### src/sfb_map.vh
// Constants for the serial flash bus front end
`ifndef SFB_MAP_VH
`define SFB_MAP_VH
// Status register field positions
`define SFB_ST_BUSY 0
`define SFB_ST_WEL 1
`define SFB_ST_BP0 2
`define SFB_ST_BP3 5
`define SFB_ST_AAI 6
`define SFB_ST_LOCK 7
// Power-up values of the protection fields
`define SFB_BP_RESET 4'h7
`define SFB_LOCK_RESET 1'b0
// Power-up status image: protection level 0111, all else clear
`define SFB_STATUS_RESET 8'h1c
// Bus cycle length in bits
`define SFB_BITS_PER_CYCLE 4'h8
// Erase granule sizes in bytes
`define SFB_SECTOR_BYTES 24'h001000
`define SFB_BLOCK32_BYTES 24'h008000
`define SFB_BLOCK64_BYTES 24'h010000
// Erase size selectors
`define SFB_ERASE_SECTOR 2'h0
`define SFB_ERASE_BLK32 2'h1
`define SFB_ERASE_BLK64 2'h2
`endif

### src/sfb_front_end.v
// Serial flash bus front end: select, shift, hold, status-write gating
`timescale 1ns/10ps
`default_nettype none
`include "sfb_map.vh"
module sfb_front_end #(
  parameter [7:0] STATUS_WRITE_CMD = 8'h01
) (
  input wire sys_clk,
  input wire nrst,
  input wire ce,
  input wire sck_pin,
  input wire cs_n_pin,
  input wire si_pin,
  input wire hold_n_pin,
  input wire wp_n_pin,
  output reg so_out,
  output reg so_oe,
  input wire tx_drive,
  input wire [7:0] tx_data,
  input wire auto_increment_program,
  input wire busy_in,
  input wire wel_in,
  input wire [23:0] erase_addr,
  input wire [1:0] erase_size,
  output reg [7:0] rx_byte,
  output reg rx_valid,
  output reg selected,
  output reg paused,
  output reg status_write_done,
  output reg status_write_reject,
  output reg [7:0] status_out,
  output reg [23:0] erase_base
);
  wire [4:0] pins_s;
  wire sck_s;
  wire cs_n_s;
  wire si_s;
  wire hold_n_s;
  wire wp_n_s;
  reg sck_d_reg;
  reg cs_n_d_reg;
  reg [2:0] bit_cnt_reg;
  reg [7:0] rx_shift_reg;
  reg [7:0] tx_shift_reg;
  reg [1:0] byte_idx_reg;
  reg is_wr_cmd_reg;
  reg [7:0] wr_data_reg;
  reg [3:0] protect_level_reg;
  reg protect_lock_bit;
  wire sck_rise;
  wire sck_fall;
  wire cs_fall;
  wire cs_rise;
  wire active;
  wire [7:0] rx_word;
  wire wr_allowed;
  wire wr_complete;
  reg [23:0] granule;

  // Pins cross into the system clock domain; idle levels deselected
  sfb_sync #(
    .WIDTH(5),
    .RST_VAL(5'h1a)
  ) u_sync (
    .sys_clk(sys_clk),
    .nrst(nrst),
    .ce(ce),
    .async_in({hold_n_pin, cs_n_pin, wp_n_pin, sck_pin, si_pin}),
    .sync_out(pins_s)
  );
  assign si_s = pins_s[0];
  assign sck_s = pins_s[1];
  assign wp_n_s = pins_s[2];
  assign cs_n_s = pins_s[3];
  assign hold_n_s = pins_s[4];

  // Edge detection; either idle clock level works since only edges count
  assign sck_rise = sck_s & ~sck_d_reg;
  assign sck_fall = ~sck_s & sck_d_reg;
  assign cs_fall = ~cs_n_s & cs_n_d_reg;
  assign cs_rise = cs_n_s & ~cs_n_d_reg;
  assign active = selected & ~paused & ~cs_n_s;
  assign rx_word = {rx_shift_reg[6:0], si_s};

  // Status write gate and completion on a clean byte boundary
  assign wr_allowed = wp_n_s | ~protect_lock_bit;
  assign wr_complete = cs_rise & selected & ~paused & is_wr_cmd_reg &
    (byte_idx_reg == 2'h2) & (bit_cnt_reg == 3'h0);

  // Edge history registers
  always @(posedge sys_clk or negedge nrst)
  begin
    if (!nrst)
    begin
      sck_d_reg <= 1'b1; // Same as synchroniser reset: no false edge
      cs_n_d_reg <= 1'b1;
    end
    else if (ce)
    begin
      sck_d_reg <= sck_s;
      cs_n_d_reg <= cs_n_s;
    end
  end

  // Select, pause and receive shifting
  always @(posedge sys_clk or negedge nrst)
  begin
    if (!nrst)
    begin
      selected <= 1'b0;
      paused <= 1'b0;
      bit_cnt_reg <= 3'h0;
      rx_shift_reg <= 8'h00;
      byte_idx_reg <= 2'h0;
      is_wr_cmd_reg <= 1'b0;
      wr_data_reg <= 8'h00;
      rx_byte <= 8'h00;
      rx_valid <= 1'b0;
    end
    else if (ce)
    begin
      rx_valid <= 1'b0;
      if (cs_n_s)
      begin
        // Deselect ends everything, paused or not
        selected <= 1'b0;
        paused <= 1'b0;
        bit_cnt_reg <= 3'h0;
        byte_idx_reg <= 2'h0;
        is_wr_cmd_reg <= 1'b0;
      end
      else if (cs_fall)
      begin
        selected <= 1'b1;
        paused <= 1'b0;
        bit_cnt_reg <= 3'h0;
        byte_idx_reg <= 2'h0;
        is_wr_cmd_reg <= 1'b0;
      end
      else if (selected)
      begin
        // Hold changes take effect only while the clock is low
        if (!sck_s)
        begin
          paused <= ~hold_n_s;
        end
        if (active && sck_rise)
        begin
          // Position counters untouched while paused
          rx_shift_reg <= rx_word;
          bit_cnt_reg <= bit_cnt_reg + 3'h1;
          if (bit_cnt_reg == 3'h7)
          begin
            rx_byte <= rx_word;
            rx_valid <= 1'b1;
            if (byte_idx_reg == 2'h0)
            begin
              is_wr_cmd_reg <= (rx_word == STATUS_WRITE_CMD);
            end
            if (byte_idx_reg == 2'h1)
            begin
              wr_data_reg <= rx_word;
            end
            if (byte_idx_reg != 2'h3)
            begin
              byte_idx_reg <= byte_idx_reg + 2'h1;
            end
          end
        end
      end
    end
  end

  // Protection bits; lock clears at power-up
  always @(posedge sys_clk or negedge nrst)
  begin
    if (!nrst)
    begin
      protect_level_reg <= `SFB_BP_RESET;
      protect_lock_bit <= `SFB_LOCK_RESET;
      status_write_done <= 1'b0;
      status_write_reject <= 1'b0;
    end
    else if (ce)
    begin
      status_write_done <= 1'b0;
      status_write_reject <= 1'b0;
      if (wr_complete && wel_in)
      begin
        if (wr_allowed)
        begin
          protect_level_reg <= wr_data_reg[`SFB_ST_BP3:`SFB_ST_BP0];
          protect_lock_bit <= wr_data_reg[`SFB_ST_LOCK];
          status_write_done <= 1'b1;
        end
        else
        begin
          status_write_reject <= 1'b1;
        end
      end
    end
  end

  // Serial output: falling-edge shift, busy readout, float when idle
  always @(posedge sys_clk or negedge nrst)
  begin
    if (!nrst)
    begin
      tx_shift_reg <= 8'h00;
      so_out <= 1'b0;
      so_oe <= 1'b0;
    end
    else if (ce)
    begin
      // Float also from the very cycle a pause starts
      if (!active || (!sck_s && !hold_n_s))
      begin
        so_oe <= 1'b0;
      end
      else if (auto_increment_program)
      begin
        so_oe <= 1'b1;
        so_out <= ~busy_in;
      end
      else
      begin
        so_oe <= tx_drive;
        if (sck_fall)
        begin
          if (bit_cnt_reg == 3'h0)
          begin
            so_out <= tx_data[7];
            tx_shift_reg <= {tx_data[6:0], 1'b0};
          end
          else
          begin
            so_out <= tx_shift_reg[7];
            tx_shift_reg <= {tx_shift_reg[6:0], 1'b0};
          end
        end
      end
    end
  end

  // Erase granule selection
  always @*
  begin
    case (erase_size)
      `SFB_ERASE_SECTOR: granule = `SFB_SECTOR_BYTES;
      `SFB_ERASE_BLK32: granule = `SFB_BLOCK32_BYTES;
      `SFB_ERASE_BLK64: granule = `SFB_BLOCK64_BYTES;
      default: granule = `SFB_SECTOR_BYTES;
    endcase
  end

  // Status image and aligned erase base
  always @(posedge sys_clk or negedge nrst)
  begin
    if (!nrst)
    begin
      status_out <= `SFB_STATUS_RESET;
      erase_base <= 24'h000000;
    end
    else if (ce)
    begin
      status_out <= {protect_lock_bit, auto_increment_program,
        protect_level_reg, wel_in, busy_in};
      erase_base <= erase_addr & ~(granule - 24'h000001);
    end
  end
endmodule
`default_nettype wire

### src/sfb_sync.v
// Two-flop synchroniser bank for pins from outside the clock domain
`timescale 1ns/10ps
`default_nettype none
module sfb_sync #(
  parameter WIDTH = 5,
  parameter [WIDTH-1:0] RST_VAL = {WIDTH{1'b0}}
) (
  input wire sys_clk,
  input wire nrst,
  input wire ce,
  input wire [WIDTH-1:0] async_in,
  output wire [WIDTH-1:0] sync_out
);
  genvar i;
  // One two-stage chain per bit; first stage feeds only the second
  generate
    for (i = 0; i < WIDTH; i = i + 1)
    begin : g_bit
      reg meta_reg;
      reg sync_reg;
      always @(posedge sys_clk or negedge nrst)
      begin
        if (!nrst)
        begin
          meta_reg <= RST_VAL[i];
          sync_reg <= RST_VAL[i];
        end
        else if (ce)
        begin
          meta_reg <= async_in[i];
          sync_reg <= meta_reg;
        end
      end
      assign sync_out[i] = sync_reg;
    end
  endgenerate
endmodule
`default_nettype wire

### config.mk
export PLATFORM = sky130hd
export DESIGN_NAME = sfb_front_end
export DESIGN_NICKNAME = d
export VERILOG_FILES = /design/src/sfb_front_end.v /design/src/sfb_sync.v
export VERILOG_INCLUDE_DIRS = /design/src
export SDC_FILE = /design/constraint.sdc
export NUM_CORES = 1
export LEC_CHECK = 0
export ABC_AREA = 1
export BUFFER_PORTS_ARGS = -buffer_cell sky130_fd_sc_hd__buf_2
export CORE_ASPECT_RATIO = 1.5
export CORE_MARGIN = 2
export CORE_UTILIZATION = 35
export DETAILED_ROUTE_END_ITERATION = 8
export GPL_TIMING_DRIVEN = 0
export SYNTH_ARGS = -nofsm -noshare
export SYNTH_HDL_FRONTEND = slang
export SYNTH_SLANG_ARGS = --single-unit
export TNS_END_PERCENT = 30
### constraint.sdc
create_clock -name sys_clk -period 1.5 [get_ports sys_clk]
set_input_delay 0.075 -clock sys_clk [delete_from_list [all_inputs] [get_ports sys_clk]]
set_output_delay 0.075 -clock sys_clk [all_outputs]
set_load 0.005 [all_outputs]
======== After elaboration in Yosys (flattened, before gate mapping) ========
Index checks and enable logic that the tools add are counted.
word-level totals
  register bits ........................... 93
  bits of input ports ..................... 46
operators by class
  add/sub/neg operators ................... 3
  equal/unequal tests ..................... 8
  muxes and demuxes ....................... 38
  bitwise operators ....................... 25
  reductions and logical operators ........ 27
operator list
  cell                                                count
  case mux 17 bit (2 select lines)                    1
  2-to-1 mux 1 bit                                    26
  AND 24 bit                                          1
  NOT 24 bit                                          1
  subtractor 24 x 1 -> 24 bit, second input constant  1
  AND reduction 5 bit                                 3
  nonzero test 3 bit                                  5
  2-to-1 mux 2 bit                                    6
  2-to-1 mux 3 bit                                    4
  AND reduction 3 bit                                 4
  AND 1 bit                                           11
  NOT 1 bit                                           11
  == test 8 x 1 -> 1 bit, second input constant       1
  2-to-1 mux 8 bit                                    1
  AND reduction 7 bit                                 1
  AND reduction 6 bit                                 1
  == test 2 x 1 -> 1 bit, second input constant       2
  == test 2 bit, second input constant                2
  AND reduction 4 bit                                 1
  nonzero test 2 bit                                  2
  adder 3 x 1 -> 3 bit, second input constant         1
  == test 3 bit, second input constant                1
  logical AND 1 bit                                   3
  zero test 1 bit                                     3
  other kinds (8)                                     8

======== Depth between registers and ports, before layout ========
Gate-level depths: netlist (run 1).
  depth after elaboration ................. 9
  gate-level depth with buffers ........... 9
  gate-level depth less buffers ........... 8

======== By module ========
Synthesis (run 1) repeated with hierarchy kept, for this count alone.
second synthesis, totals
  cell total of the unflattened synthesis .. 402
  area, all modules ....................... 3544.6 um^2
by module, submodules not included
  module         times used  cells each  area each (um^2)  sequential area each (um^2)
  sfb_front_end  1           355         3121.7            1686.6
  sfb_sync       1           47          422.9             257.7

======== Worst setup path before layout (run 1) ========
Ideal clock, no wire load.
  path type ............................... register -> register
  from .................................... register bit_cnt_reg[0]
  to ...................................... register protect_level_reg[3]
  library setup time ...................... 117 ps
  arrival ................................. 1341 ps
  slack ................................... 42 ps
  cell stages (with the launch flop) ...... 8
  buffers on the path ..................... 0
  cell sequence ........................... dfrtp_1 -> inv_1 -> ha_1 -> nand2_2 -> nor3_4 -> nand3_2 -> nand2_1 -> nand2_1
between the ends
  longest elaborated chain between the ends .. 4
ends and longest elaborated chain
  item                           line                 source
  from (decl)                    sfb_front_end.v:42   reg [2:0] bit_cnt_reg;
  from (signal assigned)         sfb_front_end.v:151  bit_cnt_reg <= bit_cnt_reg + 3'h1;
  zero test 3 bit                sfb_front_end.v:88   (byte_idx_reg == 2'h2) & (bit_cnt_reg == 3'h0);
  AND 1 bit                      sfb_front_end.v:88
  logical AND 1 bit              sfb_front_end.v:188  if (wr_complete && wel_in)
  AND reduction 3 bit (no line)  n/a
  to (signal assigned)           sfb_front_end.v:179  protect_level_reg <= `SFB_BP_RESET;
  to (signal assigned)           sfb_front_end.v:192  protect_level_reg <= wr_data_reg[`SFB_ST_BP3:`SFB_ST_BP0];
  to (decl)                      sfb_front_end.v:48   reg [3:0] protect_level_reg;
Every way passes these cells.
A chain may end at the register's enable or synchronous reset.

======== Worst setup path after layout (run 1) ========
  from .................................... register u_sync.g_bit[3].sync_reg
  to ...................................... register byte_idx_reg[0]
between the ends
  longest elaborated chain between the ends .. 5
  elaborated cells between the ends (all ways) .. 11
ends and longest elaborated chain
  item                           line                 source
  from (decl)                    sfb_sync.v:20        reg sync_reg;
  from (signal assigned)         sfb_sync.v:26        sync_reg <= RST_VAL[i];
  from (signal assigned)         sfb_sync.v:31        sync_reg <= meta_reg;
  NOT 1 bit (no line)            n/a
  AND 1 bit                      sfb_front_end.v:82   assign active = selected & ~paused & ~cs_n_s;
  logical AND 1 bit              sfb_front_end.v:147  if (active && sck_rise)
  nonzero test 3 bit (no line)   n/a
  AND reduction 5 bit (no line)  n/a
  to (signal assigned)           sfb_front_end.v:166  byte_idx_reg <= byte_idx_reg + 2'h1;
  to (decl)                      sfb_front_end.v:45   reg [1:0] byte_idx_reg;
Parallel ways exist; a longest one is shown, timed or not.

==> key figures, run 1 <==
Critical path
  – CP required: 1.72 ns
  – CP max FO: 8
  – Crit path DAT: 1.62 ns
  – CP cell instances: inv_2, nand2_2, nand2_1, nand2_2, nand2_1, nand2_1, nand2_1
  – Crit-path most repeated cell: nand2_1
  – Kind of critical path: flip-flop to flip-flop
  – CP startpoint kind: flip-flop
  – Worst setup EP type: flip-flop
  – Top delay family on crit path: simple AND/OR/NAND/NOR gates
  – WP buf/inv: 1
  – Slowest Stage Delay on Critical Path: 0.56 ns
  – Slowest CP cell: dfstp_2

Power and ir drop
  – PwrDens: 1170 mW/mm^2
  – Worst IR Drop VDD: between 800 and 900 uV
  – Net Sw Frac: 0.273
  – Sequential Power Share: 0.468
  – Cell internal pwr: 0.00389 W
  – Lkg Pwr: around 2.5 nW
  – Comb pwr share: 0.167
  – Clk pwr share: 0.365
  – Switching Power: 0.00146 W
  – Total power: 0.00535 W

Global routing
  – Total GRT Usage: 0.152
  – Grt total ovfl: 0
  – Initial antenna violation count: 0
  – Via count of the first global-routing pass: between 2000 and 3000
  – Largest net degree at the start of global routing: 51
  – Wire length of the first global-routing pass: 12900 um

Route
  – Final wirelength: approximately 7900 um
  – WL/cell: 12.7 um
  – Via density: ~4.5
  – DRT antenna net count: 0
  – DR iter-0 viols: 128
  – DRC errors left: 0
  – Initial DRT Pass Iterations: 4
  – Via count: roughly 2800

STA
  – Final worst setup slack: slightly below 0.1 ns
  – Pins Over Slew Limit: 0
  – WHS: around 0.016 ns
  – Max Fclk: slightly above 700 MHz
  – Minimum clock period: between 1 and 1.5 ns
  – Setup Skew: 0.00688 ns
  – Worst Tran Pin Value: 0.514 ns
  – Worst slew margin: 0.657
  – RSZ-0062 raised after global routing: true
  – Fin Setup TNS: 0 ns
  – Final hold vios: 0
  – Fin crit share: 0.935
  – Final setup fails: 0

Clock network
  – Clk sinks: between 70 and 80
  – Root buf cell: clkbuf_16
  – Number of buffers created by CTS: 9
  – CTS tree: done
  – Worst-path clk slew: 0.06 ns
  – Htree depth: 3
  – Clk_lat worst skew: 0.33 ns
  – Number of buffers on the longest clock path: 2

Outcome
  – Status: completed

Placement
  – Placement Setup Slack: -0.234 ns
  – PortBufs: 67
  – RePlAce Congestion: 0.802
  – Detailed Place HPWL: between 5000 and 6000 um

Synth
  – Post-synth EDFFs: 0
  – Yosys Warn Count: 0
  – Post-Syn Instances: 387
  – Synth area leader: dfrtp_1
  – Synth cell types: 30
  – Ys flop type: dfrtp_1
  – Register area share after synthesis: 0.559
  – Async SR Flop Fraction: 1.00
  – Mapped Avg Cell Area: approximately 9 sq um
  – Register bit total from synthesis: 77
  – Netlist Area Pre-Place: 0.00348 sq mm
  – Yosys top cell area share: 0.454
  – Synth top area cells: dfrtp_1 (45%), nand2_1 (17%), dfstp_2 (11%)
  – Most common cell in the synthesized netlist: nand2_1
  – Synth cell count leaders: nand2_1 (160), dfrtp_1 (63), inv_1 (28)

Die
  – # rows: 44
  – Initial Util: 0.359
  – Chip height: 126 um
  – Die width: 85.4 um
  – Top Ports: 93
  – Die ar.: around 0.011 sq mm
  – Core Footprint: 0.00969 sq mm

Finish
  – Layout cells sized above 1: 0.274
  – Diode count: 0
  – Final net count: 556
  – Regs by FF count: erase_base (12), rx_byte (8), status_out (8)
  – Largest register FFs: 12
  – Synthesis-to-finish area growth: 31.7%
  – Biggest register: erase_base

Hold path
  – Hold WC Path Type: input port to flip-flop

Run
  – Max Cap Violations: 0
[path summary, 6_finish.rpt]
kind	start	end	slack [ns]	cells past startpoint
max in group asynchronous	nrst	u_sync.g_bit[1].sync_reg	0.66	3
setup reg to reg	u_sync.g_bit[3].sync_reg	byte_idx_reg[0]	0.1	7
hold / removal	tx_data[3]	tx_shift_reg[4]	0.02	3
min in group asynchronous	nrst	rx_byte[4]	0.21	2
setup / recovery	u_sync.g_bit[3].sync_reg	byte_idx_reg[0]	0.1	7
hold reg to reg	status_out[2]	status_out[2]	0.46	2
[layout by cell type, fill, tap and decap left out, types with 2 or more instances in the layout]
cell / count
o21ai_1: 19
nor2_4: 3
inv_2: 4
nand2_1: 159
dlygate4sd3_1: 21
buf_6: 3
inv_1: 26
dfrtp_1: 63
nand2_2: 4
nand3_1: 12
conb_1: 12
o21ai_2: 3
clkinv_2: 2
clkbuf_16: 9
nand2_4: 2
clkbuf_1: 10
mux2i_1: 7
nor2_1: 9
inv_4: 2
nand4_1: 5
ha_1: 7
buf_4: 16
dfstp_2: 14
o21ai_0: 15
buf_2: 66
[routing by layer]
layer / vias to the layer above / routed length (um) / track usage / share of wire
li1: 1423 / - / - / -
met1: 1338 / 3280 / 0.169 / 0.42
met2: 56 / 4130 / 0.267 / 0.52
met3: 9 / 330 / 0.0393 / 0.042
met4: 0 / 136 / 0.0691 / 0.017
met5: - / 0 / 0 / 0
[worst reg2reg max path: cells and delay by family (launching register included)]
family	cells	cell delay, ns
buf+inv	1	0.08
simple gates	6	0.65
flops	1	0.56
[cells by family after synthesis]
| family | Yosys count | synth area share |
|---|---|---|
| AND/OR/NAND/NOR | 201 | 0.253 |
| AO/OA/AOI/OAI | 40 | 0.0619 |
| adder cells (fa/ha/maj) | 8 | 0.0288 |
| multiplexers | 7 | 0.0202 |
| buffers and inverters | 53 | 0.0756 |
| flip-flops | 77 | 0.559 |
| other | 1 | 0.00108 |
[power by group through the flow]
| stage | registers [W] | clock network (W) | logic (W) |
|---|---|---|---|
| 6_report | 0.00251 | 0.00195 | 0.000894 |
| 5_1_grt | 0.00254 | 0.00209 | 0.00101 |
| 4_1_cts | 0.00250 | 0.00200 | 0.000874 |
| 3_5_place_dp | 0.00254 | 0 | 0.000812 |
| 3_3_place_gp | 0.00252 | 0 | 0.000782 |
| 2_1_floorplan | 0.00250 | 0 | 0.000528 |
[through the flow]
step,cells,util,cell area [sq um]
floorplan,398,-,3520
global placement,580,0.412,4000
detailed placement,581,0.416,4030
CTS,619,0.467,4530
global route,622,0.472,4580
finish,622,0.472,4580
[area by class of cell]
cell class / count / area (sq um)
fillers: 935 / 5110
repair buffers: 93 / 609
well taps: 115 / 144
inverters: 32 / 125
clock inverters: 2 / 10.0
flip-flops and latches: 77 / 1940
multi-input cells: 268 / 1350
plain buffers: 21 / 143
clock buffers: 14 / 254
[repair_timing]
| item | 4_1_cts | 5_1_grt |
|---|---|---|
| endpoints found under the hold margin | 48 | 0 |
| setup endpoints to repair | 9 | 24 |
| gates cloned | 0 | 0 |
| gates resized for setup | 6 | 9 |
| hold buffers | 21 | 0 |
| pin swaps | 1 | 5 |
| buffers inserted | 1 | 3 |
(Power assumes the default switching activity.)
==> run 2: changes to the inputs <==
Settings changed: RECOVER_POWER set to 100.
==> run 2 against run 1 <==
Against the previous run: utilization shrank 0.44 points; power shrank 0.37%; final cell count is the same; sequential cell count is the same; clock skew is essentially flat; clock power is essentially flat; worst hold slack lost 0.0010 ns; die area is the same; cell area shrank 0.93%; global-route usage is the same; largest cell class unchanged.
==> key figures, run 2 (synthesis gave the netlist of run 1 again) <==
STA
  – Final setup fails: 0 (unchanged)
  – Setup Skew: 0.00675 ns (was 0.00688 ns)
  – Final hold vios: 0 (unchanged)
  – Fin crit share: 0.941 (was 0.935)
  – Worst Tran Pin Value: 0.693 ns (was 0.514 ns)
  – Max Fclk: 709 MHz (was 713 MHz)
  – Worst slew margin: 0.538 (was 0.657)
  – Minimum clock period: 1.41 ns (was 1.40 ns)
  – RSZ-0062 raised after global routing: true (unchanged)
  – Pins Over Slew Limit: 0 (unchanged)

Route
  – DRT antenna net count: 0 (unchanged)
  – Via density: 4.52 (was 4.54)
  – Via count: 2814 (was 2826)
  – WL/cell: 12.6 um (was 12.7 um)
  – Final wirelength: 7870 um (was 7880 um)
  – DRC errors left: 0 (unchanged)
  – Initial DRT Pass Iterations: 4 (unchanged)
  – DR iter-0 viols: 117 (was 128)

Power and ir drop
  – PwrDens: 1180 mW/mm^2 (was 1170 mW/mm^2)
  – Lkg Pwr: 2.39 nW (was 2.46 nW)
  – Worst IR Drop VDD: 838 uV (was 839 uV)

Global routing
  – Largest net degree at the start of global routing: 51 (unchanged)
  – Wire length of the first global-routing pass: 12900 um (unchanged)
  – Via count of the first global-routing pass: 2826 (unchanged)
  – Grt total ovfl: 0 (unchanged)
  – Initial antenna violation count: 0 (unchanged)
  – Total GRT Usage: 0.152 (unchanged)

Finish
  – Diode count: 0 (unchanged)
  – Biggest register: erase_base (unchanged)
  – Layout cells sized above 1: 0.239 (was 0.274)
  – Commonest non-fill, non-tap cell in the layout: nand2_1 (unchanged)
  – Final net count: 556 (unchanged)
  – Fin area: 0.00454 sq mm (was 0.00458 sq mm)
  – Most frequent cells in the layout: nand2_1 (159), dfrtp_1 (63), buf_2 (50), inv_1 (26), clkbuf_1 (26) (was nand2_1 (159), buf_2 (66), dfrtp_1 (63), inv_1 (26), dlygate4sd3_1 (21))
  – Filler Cell Count: 950 (was 935)
  – Regs by FF count: erase_base (12), rx_byte (8), status_out (8) (unchanged)
  – Synthesis-to-finish area growth: 30.5% (was 31.7%)
  – Final core utilization: 0.468 (was 0.472)
  – Largest register FFs: 12 (unchanged)

Critical path
  – CP max FO: 8 (unchanged)
  – Worst setup EP type: flip-flop (unchanged)
  – Kind of critical path: flip-flop to flip-flop (unchanged)
  – CP startpoint kind: flip-flop (unchanged)
  – Crit path DAT: 1.63 ns (was 1.62 ns)
  – CP required: 1.72 ns (about the same)
  – Reg2Reg Depth: 7 (unchanged)

Placement
  – Detailed Place HPWL: 5560 um (unchanged)
  – Placed inst area: 0.00403 sq mm (unchanged)
  – RePlAce Congestion: 0.802 (unchanged)
  – PortBufs: 67 (unchanged)

Hold path
  – Hold path depth: 3 (unchanged)
  – Hold WC Path Type: input port to flip-flop (unchanged)

Clock network
  – Worst-path clk slew: 0.06 ns (about the same)
  – CTS tree: done (unchanged)
  – Number of buffers created by CTS: 9 (unchanged)
  – Htree depth: 3 (unchanged)
  – Root buf cell: clkbuf_16 (unchanged)
  – Clk sinks: 77 (unchanged)
  – Clk_lat worst skew: 0.33 ns (about the same)
  – Number of buffers on the longest clock path: 2 (unchanged)

Die
  – Die ar.: 0.0108 sq mm (unchanged)
  – Core Footprint: 0.00969 sq mm (unchanged)
  – Top Ports: 93 (unchanged)
  – Die width: 85.4 um (unchanged)
  – Initial Util: 0.359 (unchanged)
  – Chip height: 126 um (unchanged)
  – # rows: 44 (unchanged)

Run
  – Max Cap Violations: 0 (unchanged)

Outcome
  – Status: completed (unchanged)
run 2: cell count changes in the layout (fill, tap and decap cells not counted), sizes merged:
cell	before	now
buf	86	69
clkbuf	21	38
run 2: worst max-delay path: stages (launching register included):
cell     delay (ns)
dfstp_2        0.56
inv_2          0.08
nand2_2        0.12
nand2_1        0.14
nand2_2        0.18
nand2_1        0.10
nand2_1        0.07
nand2_1        0.05
run 2: cell type report:
type                    instances  area (sq um)  area share
repair buffers                 93           571       0.126
plain buffers                  21           139      0.0306
clock buffers                  14           254      0.0560
well taps                     115           144      0.0317
multi-input cells             268          1350       0.297
flip-flops and latches         77          1940       0.429
clock inverters                 2          10.0     0.00221
inverters                      32           125      0.0276
run 2: timing repair:
| action | 4_1_cts | 5_1_grt |
|---|---|---|
| pin swaps | 1 | 5 |
| gates resized for setup | 6 | 9 |
| hold buffers | 21 | 0 |
| buffers inserted | 1 | 3 |
| hold endpoints to repair | 48 | 0 |
| endpoints found under the setup margin | 9 | 24 |
run 2: layer usage:
layer / vias to the layer above / routed length [um] / track usage / share of wire
met5: - / 0 / 0 / 0
met4: 0 / 128 / 0.0691 / 0.016
met3: 7 / 312 / 0.0393 / 0.040
met2: 54 / 4150 / 0.267 / 0.53
met1: 1332 / 3270 / 0.169 / 0.42
li1: 1421 / - / - / -
run 2: path summary, 6_finish.rpt:
path,from,end,slack (ns)
max reg2reg,u_sync.g_bit[3].sync_reg,byte_idx_reg[0],0.09
min in group asynchronous,nrst,rx_byte[4],0.32
min,tx_data[3],tx_shift_reg[4],0.02
min reg2reg,protect_level_reg[0],protect_level_reg[0],0.46
max in group asynchronous,nrst,u_sync.g_bit[1].sync_reg,0.26
max,u_sync.g_bit[3].sync_reg,byte_idx_reg[0],0.09
run 2: power by group:
group,internal [W],switching [W]
Sequential,0.00234,0.000170
Combinational,0.000375,0.000498
Clock,0.00116,0.000790
Total,0.00387,0.00146
run 2: stage by stage:
| stage | hold WS, ns | power [W] | instances | setup WS, ns | TNS [ns] |
|---|---|---|---|---|---|
| after floorplan | -0.221 | 0.00303 | 398 | 0.0424 | 0 |
| after global placement | 0.275 | 0.00330 | 580 | -0.208 | -10.78 |
| after detailed placement | 0.0240 | 0.00335 | 581 | -0.234 | -1.27 |
| after CTS | 0.00945 | 0.00538 | 619 | 0.00756 | 0 |
| after global routing | 0.0324 | 0.00563 | 622 | -0.000804 | -0.000839 |
| final | 0.0154 | 0.00533 | 622 | 0.0890 | 0 |
==> run 3: changes to the inputs <==
Settings changed: ABC_CLOCK_PERIOD_IN_PS set to 1500, CORE_UTILIZATION 35 to 47, PLACE_DENSITY set to 0.75.
==> run 3 against run 2 <==
Against the previous run: critical path depth is 1 higher; highest routed layer unchanged; utilization grew 15 points; combinational power is 1% higher; wire length down 2.3%; critical endpoint is now rx_byte[3]; via count up 2.1%; setup slack got worse by 0.041 ns.
==> key figures, run 3 (synthesis gave the netlist of run 1 again) <==
STA
  – Worst Tran Pin Value: 0.864 ns (was 0.693 ns)
  – Final setup fails: 0 (unchanged)
  – Minimum clock period: 1.45 ns (was 1.41 ns)
  – Fin Setup TNS: 0 ns (unchanged)
  – Fin crit share: 0.968 (was 0.941)
  – Worst slew margin: 0.424 (was 0.538)
  – WHS: 0.0126 ns (was 0.0154 ns)
  – Max Fclk: 689 MHz (was 709 MHz)
  – Setup Skew: 0.00846 ns (was 0.00675 ns)
  – Pins Over Slew Limit: 0 (unchanged)
  – Final hold vios: 0 (unchanged)

Global routing
  – Largest net degree at the start of global routing: 44 (was 51)
  – Total GRT Usage: 0.203 (was 0.152)
  – Wire length of the first global-routing pass: 12500 um (was 12900 um)
  – Via count of the first global-routing pass: 2917 (was 2826)
  – Grt total ovfl: 0 (unchanged)
  – Initial antenna violation count: 0 (unchanged)

Clock network
  – Number of buffers created by CTS: 9 (unchanged)
  – Htree depth: 3 (unchanged)
  – Worst-path clk slew: 0.08 ns (was 0.06 ns)
  – CTS tree: done (unchanged)
  – Clk_lat worst skew: 0.35 ns (was 0.33 ns)
  – Clk sinks: 77 (unchanged)
  – Number of buffers on the longest clock path: 2 (unchanged)
  – Root buf cell: clkbuf_8 (was clkbuf_16)

Route
  – Top Metal Used: met4 (unchanged)
  – Via count: 2873 (was 2814)
  – Final wirelength: 7680 um (was 7870 um)
  – Metal-1 WL: 3070 um (was 3270 um)
  – Met2 WL: 4140 um (was 4150 um)
  – DRT antenna net count: 0 (unchanged)
  – WL/cell: 12.6 um (about the same)
  – Routed wl met3: 295 um (was 312 um)
  – DR iter-0 viols: 170 (was 117)
  – Initial DRT Pass Iterations: 4 (unchanged)
  – Via density: 4.70 (was 4.52)
  – DRC errors left: 0 (unchanged)

Die
  – Die width: 74.2 um (was 85.4 um)
  – Die ar.: 0.00811 sq mm (was 0.0108 sq mm)
  – Initial Util: 0.484 (was 0.359)
  – Chip height: 109 um (was 126 um)
  – Top Ports: 93 (unchanged)
  – Core Footprint: 0.00718 sq mm (was 0.00969 sq mm)
  – # rows: 38 (was 44)

Finish
  – Final core utilization: 0.623 (was 0.468)
  – Final net count: 560 (was 556)
  – Synthesis-to-finish area growth: 28.7% (was 30.5%)
  – Final std cells w/o fill: 611 (was 622)
  – Multi-input logic area: 0.00137 sq mm (was 0.00135 sq mm)
  – Diode count: 0 (unchanged)
  – Biggest register: erase_base (unchanged)
  – Largest register FFs: 12 (unchanged)
  – Regs by FF count: erase_base (12), rx_byte (8), status_out (8) (unchanged)
  – Commonest non-fill, non-tap cell in the layout: nand2_1 (unchanged)
  – Register area: 0.00194 sq mm (unchanged)
  – Filler Cell Count: 615 (was 950)
  – Most frequent cells in the layout: nand2_1 (159), dfrtp_1 (63), buf_2 (48), clkbuf_1 (26), inv_1 (25) (was nand2_1 (159), dfrtp_1 (63), buf_2 (50), inv_1 (26), clkbuf_1 (26))
  – Layout cells sized above 1: 0.247 (was 0.239)

Power and ir drop
  – Lkg Pwr: 2.36 nW (was 2.39 nW)
  – Total power: 0.00471 W (was 0.00533 W)
  – Worst IR Drop VDD: 403 uV (was 838 uV)
  – PwrDens: 1050 mW/mm^2 (was 1180 mW/mm^2)

Critical path
  – CP max FO: 7 (was 8)
  – CP required: 1.78 ns (was 1.72 ns)
  – Worst setup path start: paused (was u_sync.g_bit[3].sync_reg)
  – R2R Path End: rx_byte[3] (was byte_idx_reg[0])
  – Kind of critical path: flip-flop to flip-flop (unchanged)
  – Worst setup EP type: flip-flop (unchanged)
  – Crit path DAT: 1.73 ns (was 1.63 ns)
  – Termination of the worst setup path: rx_byte[3] (was byte_idx_reg[0])
  – R2r startpoint: paused (was u_sync.g_bit[3].sync_reg)
  – Reg2Reg Depth: 8 (was 7)
  – R2R setup slack: 0.05 ns (was 0.09 ns)
  – CP startpoint kind: flip-flop (unchanged)

Run
  – Max Cap Violations: 0 (unchanged)

Placement
  – # placed instances: 566 (was 581)
  – PortBufs: 67 (unchanged)
  – Detailed Place HPWL: 5310 um (was 5560 um)
  – RePlAce Congestion: 0.741 (was 0.802)

Outcome
  – Status: completed (unchanged)

Hold path
  – Hold WC Path Type: input port to flip-flop (unchanged)
run 3: changes by cell type in the layout (fill, tap and decap cells not counted), sizes merged:
cell,before,now
buf,69,68
clkbuf,38,37
clkinv,2,4
clkinvlp,0,1
dlygate4sd3,21,24
run 3: what timing repair did:
action,in CTS,in global routing
gates resized for setup,4,14
hold buffers,23,1
pin swaps,2,3
endpoints found under the hold margin,55,1
endpoints found under the setup margin,7,25
buffers inserted,1,4
run 3: metrics by stage:
stage	setup slack [ns]	area, sq um
after detailed placement	-0.203	4000
after floorplan	0.0424	3520
after global routing	-0.0190	4470
after global placement	-0.169	3980
after CTS	-0.00408	4420
final	0.0479	4470
run 3: worst min-delay path by stage:
stage | start | end | slack, ns | cells past startpoint
floorplan | nrst | bit_cnt_reg[0] | -0.22 | 0
global route | tx_data[4] | tx_shift_reg[5] | 0.01 | 3
detailed placement | nrst | rx_byte[5] | 0.06 | 1
global placement | erase_addr[20] | erase_base[20] | 0.27 | 3
CTS | tx_data[5] | tx_shift_reg[6] | 0.001 | 3
finish | tx_data[5] | tx_shift_reg[6] | 0.01 | 3
run 3: where the power goes:
group | total (W) | internal, W | switching (W)
sequential | 0.00250 | 0.00233 | 0.000171
clock | 0.00132 | 0.000590 | 0.000733
combinational | 0.000885 | 0.000377 | 0.000508
run 3: layout make-up:
type	count	area share
Sequential cell	77	0.435
Multi-Input combinational cell	268	0.307
Timing Repair Buffer	97	0.135
Buffer	21	0.0319
Clock buffer	11	0.0294
Tap cell	100	0.0280
Inverter	32	0.0274
Clock inverter	5	0.00615
run 3: worst max-delay path, stage by stage, from the launching register on:
cell and delay [ns]:
dfrtp_1 0.40, inv_1 0.09, nand3_2 0.15, nor2_4 0.19, nand2_4 0.12, nor2_8 0.16
buf_4 0.13, nand2_1 0.06, nand2_1 0.08
run 3: metal layers:
| metal | vias to the layer above | GRT usage |
|---|---|---|
| met4 | 0 | 0.116 |
| li1 | 1438 | - |
| met3 | 15 | 0.0403 |
| met1 | 1353 | 0.224 |
| met5 | - | 0 |
| met2 | 67 | 0.356 |
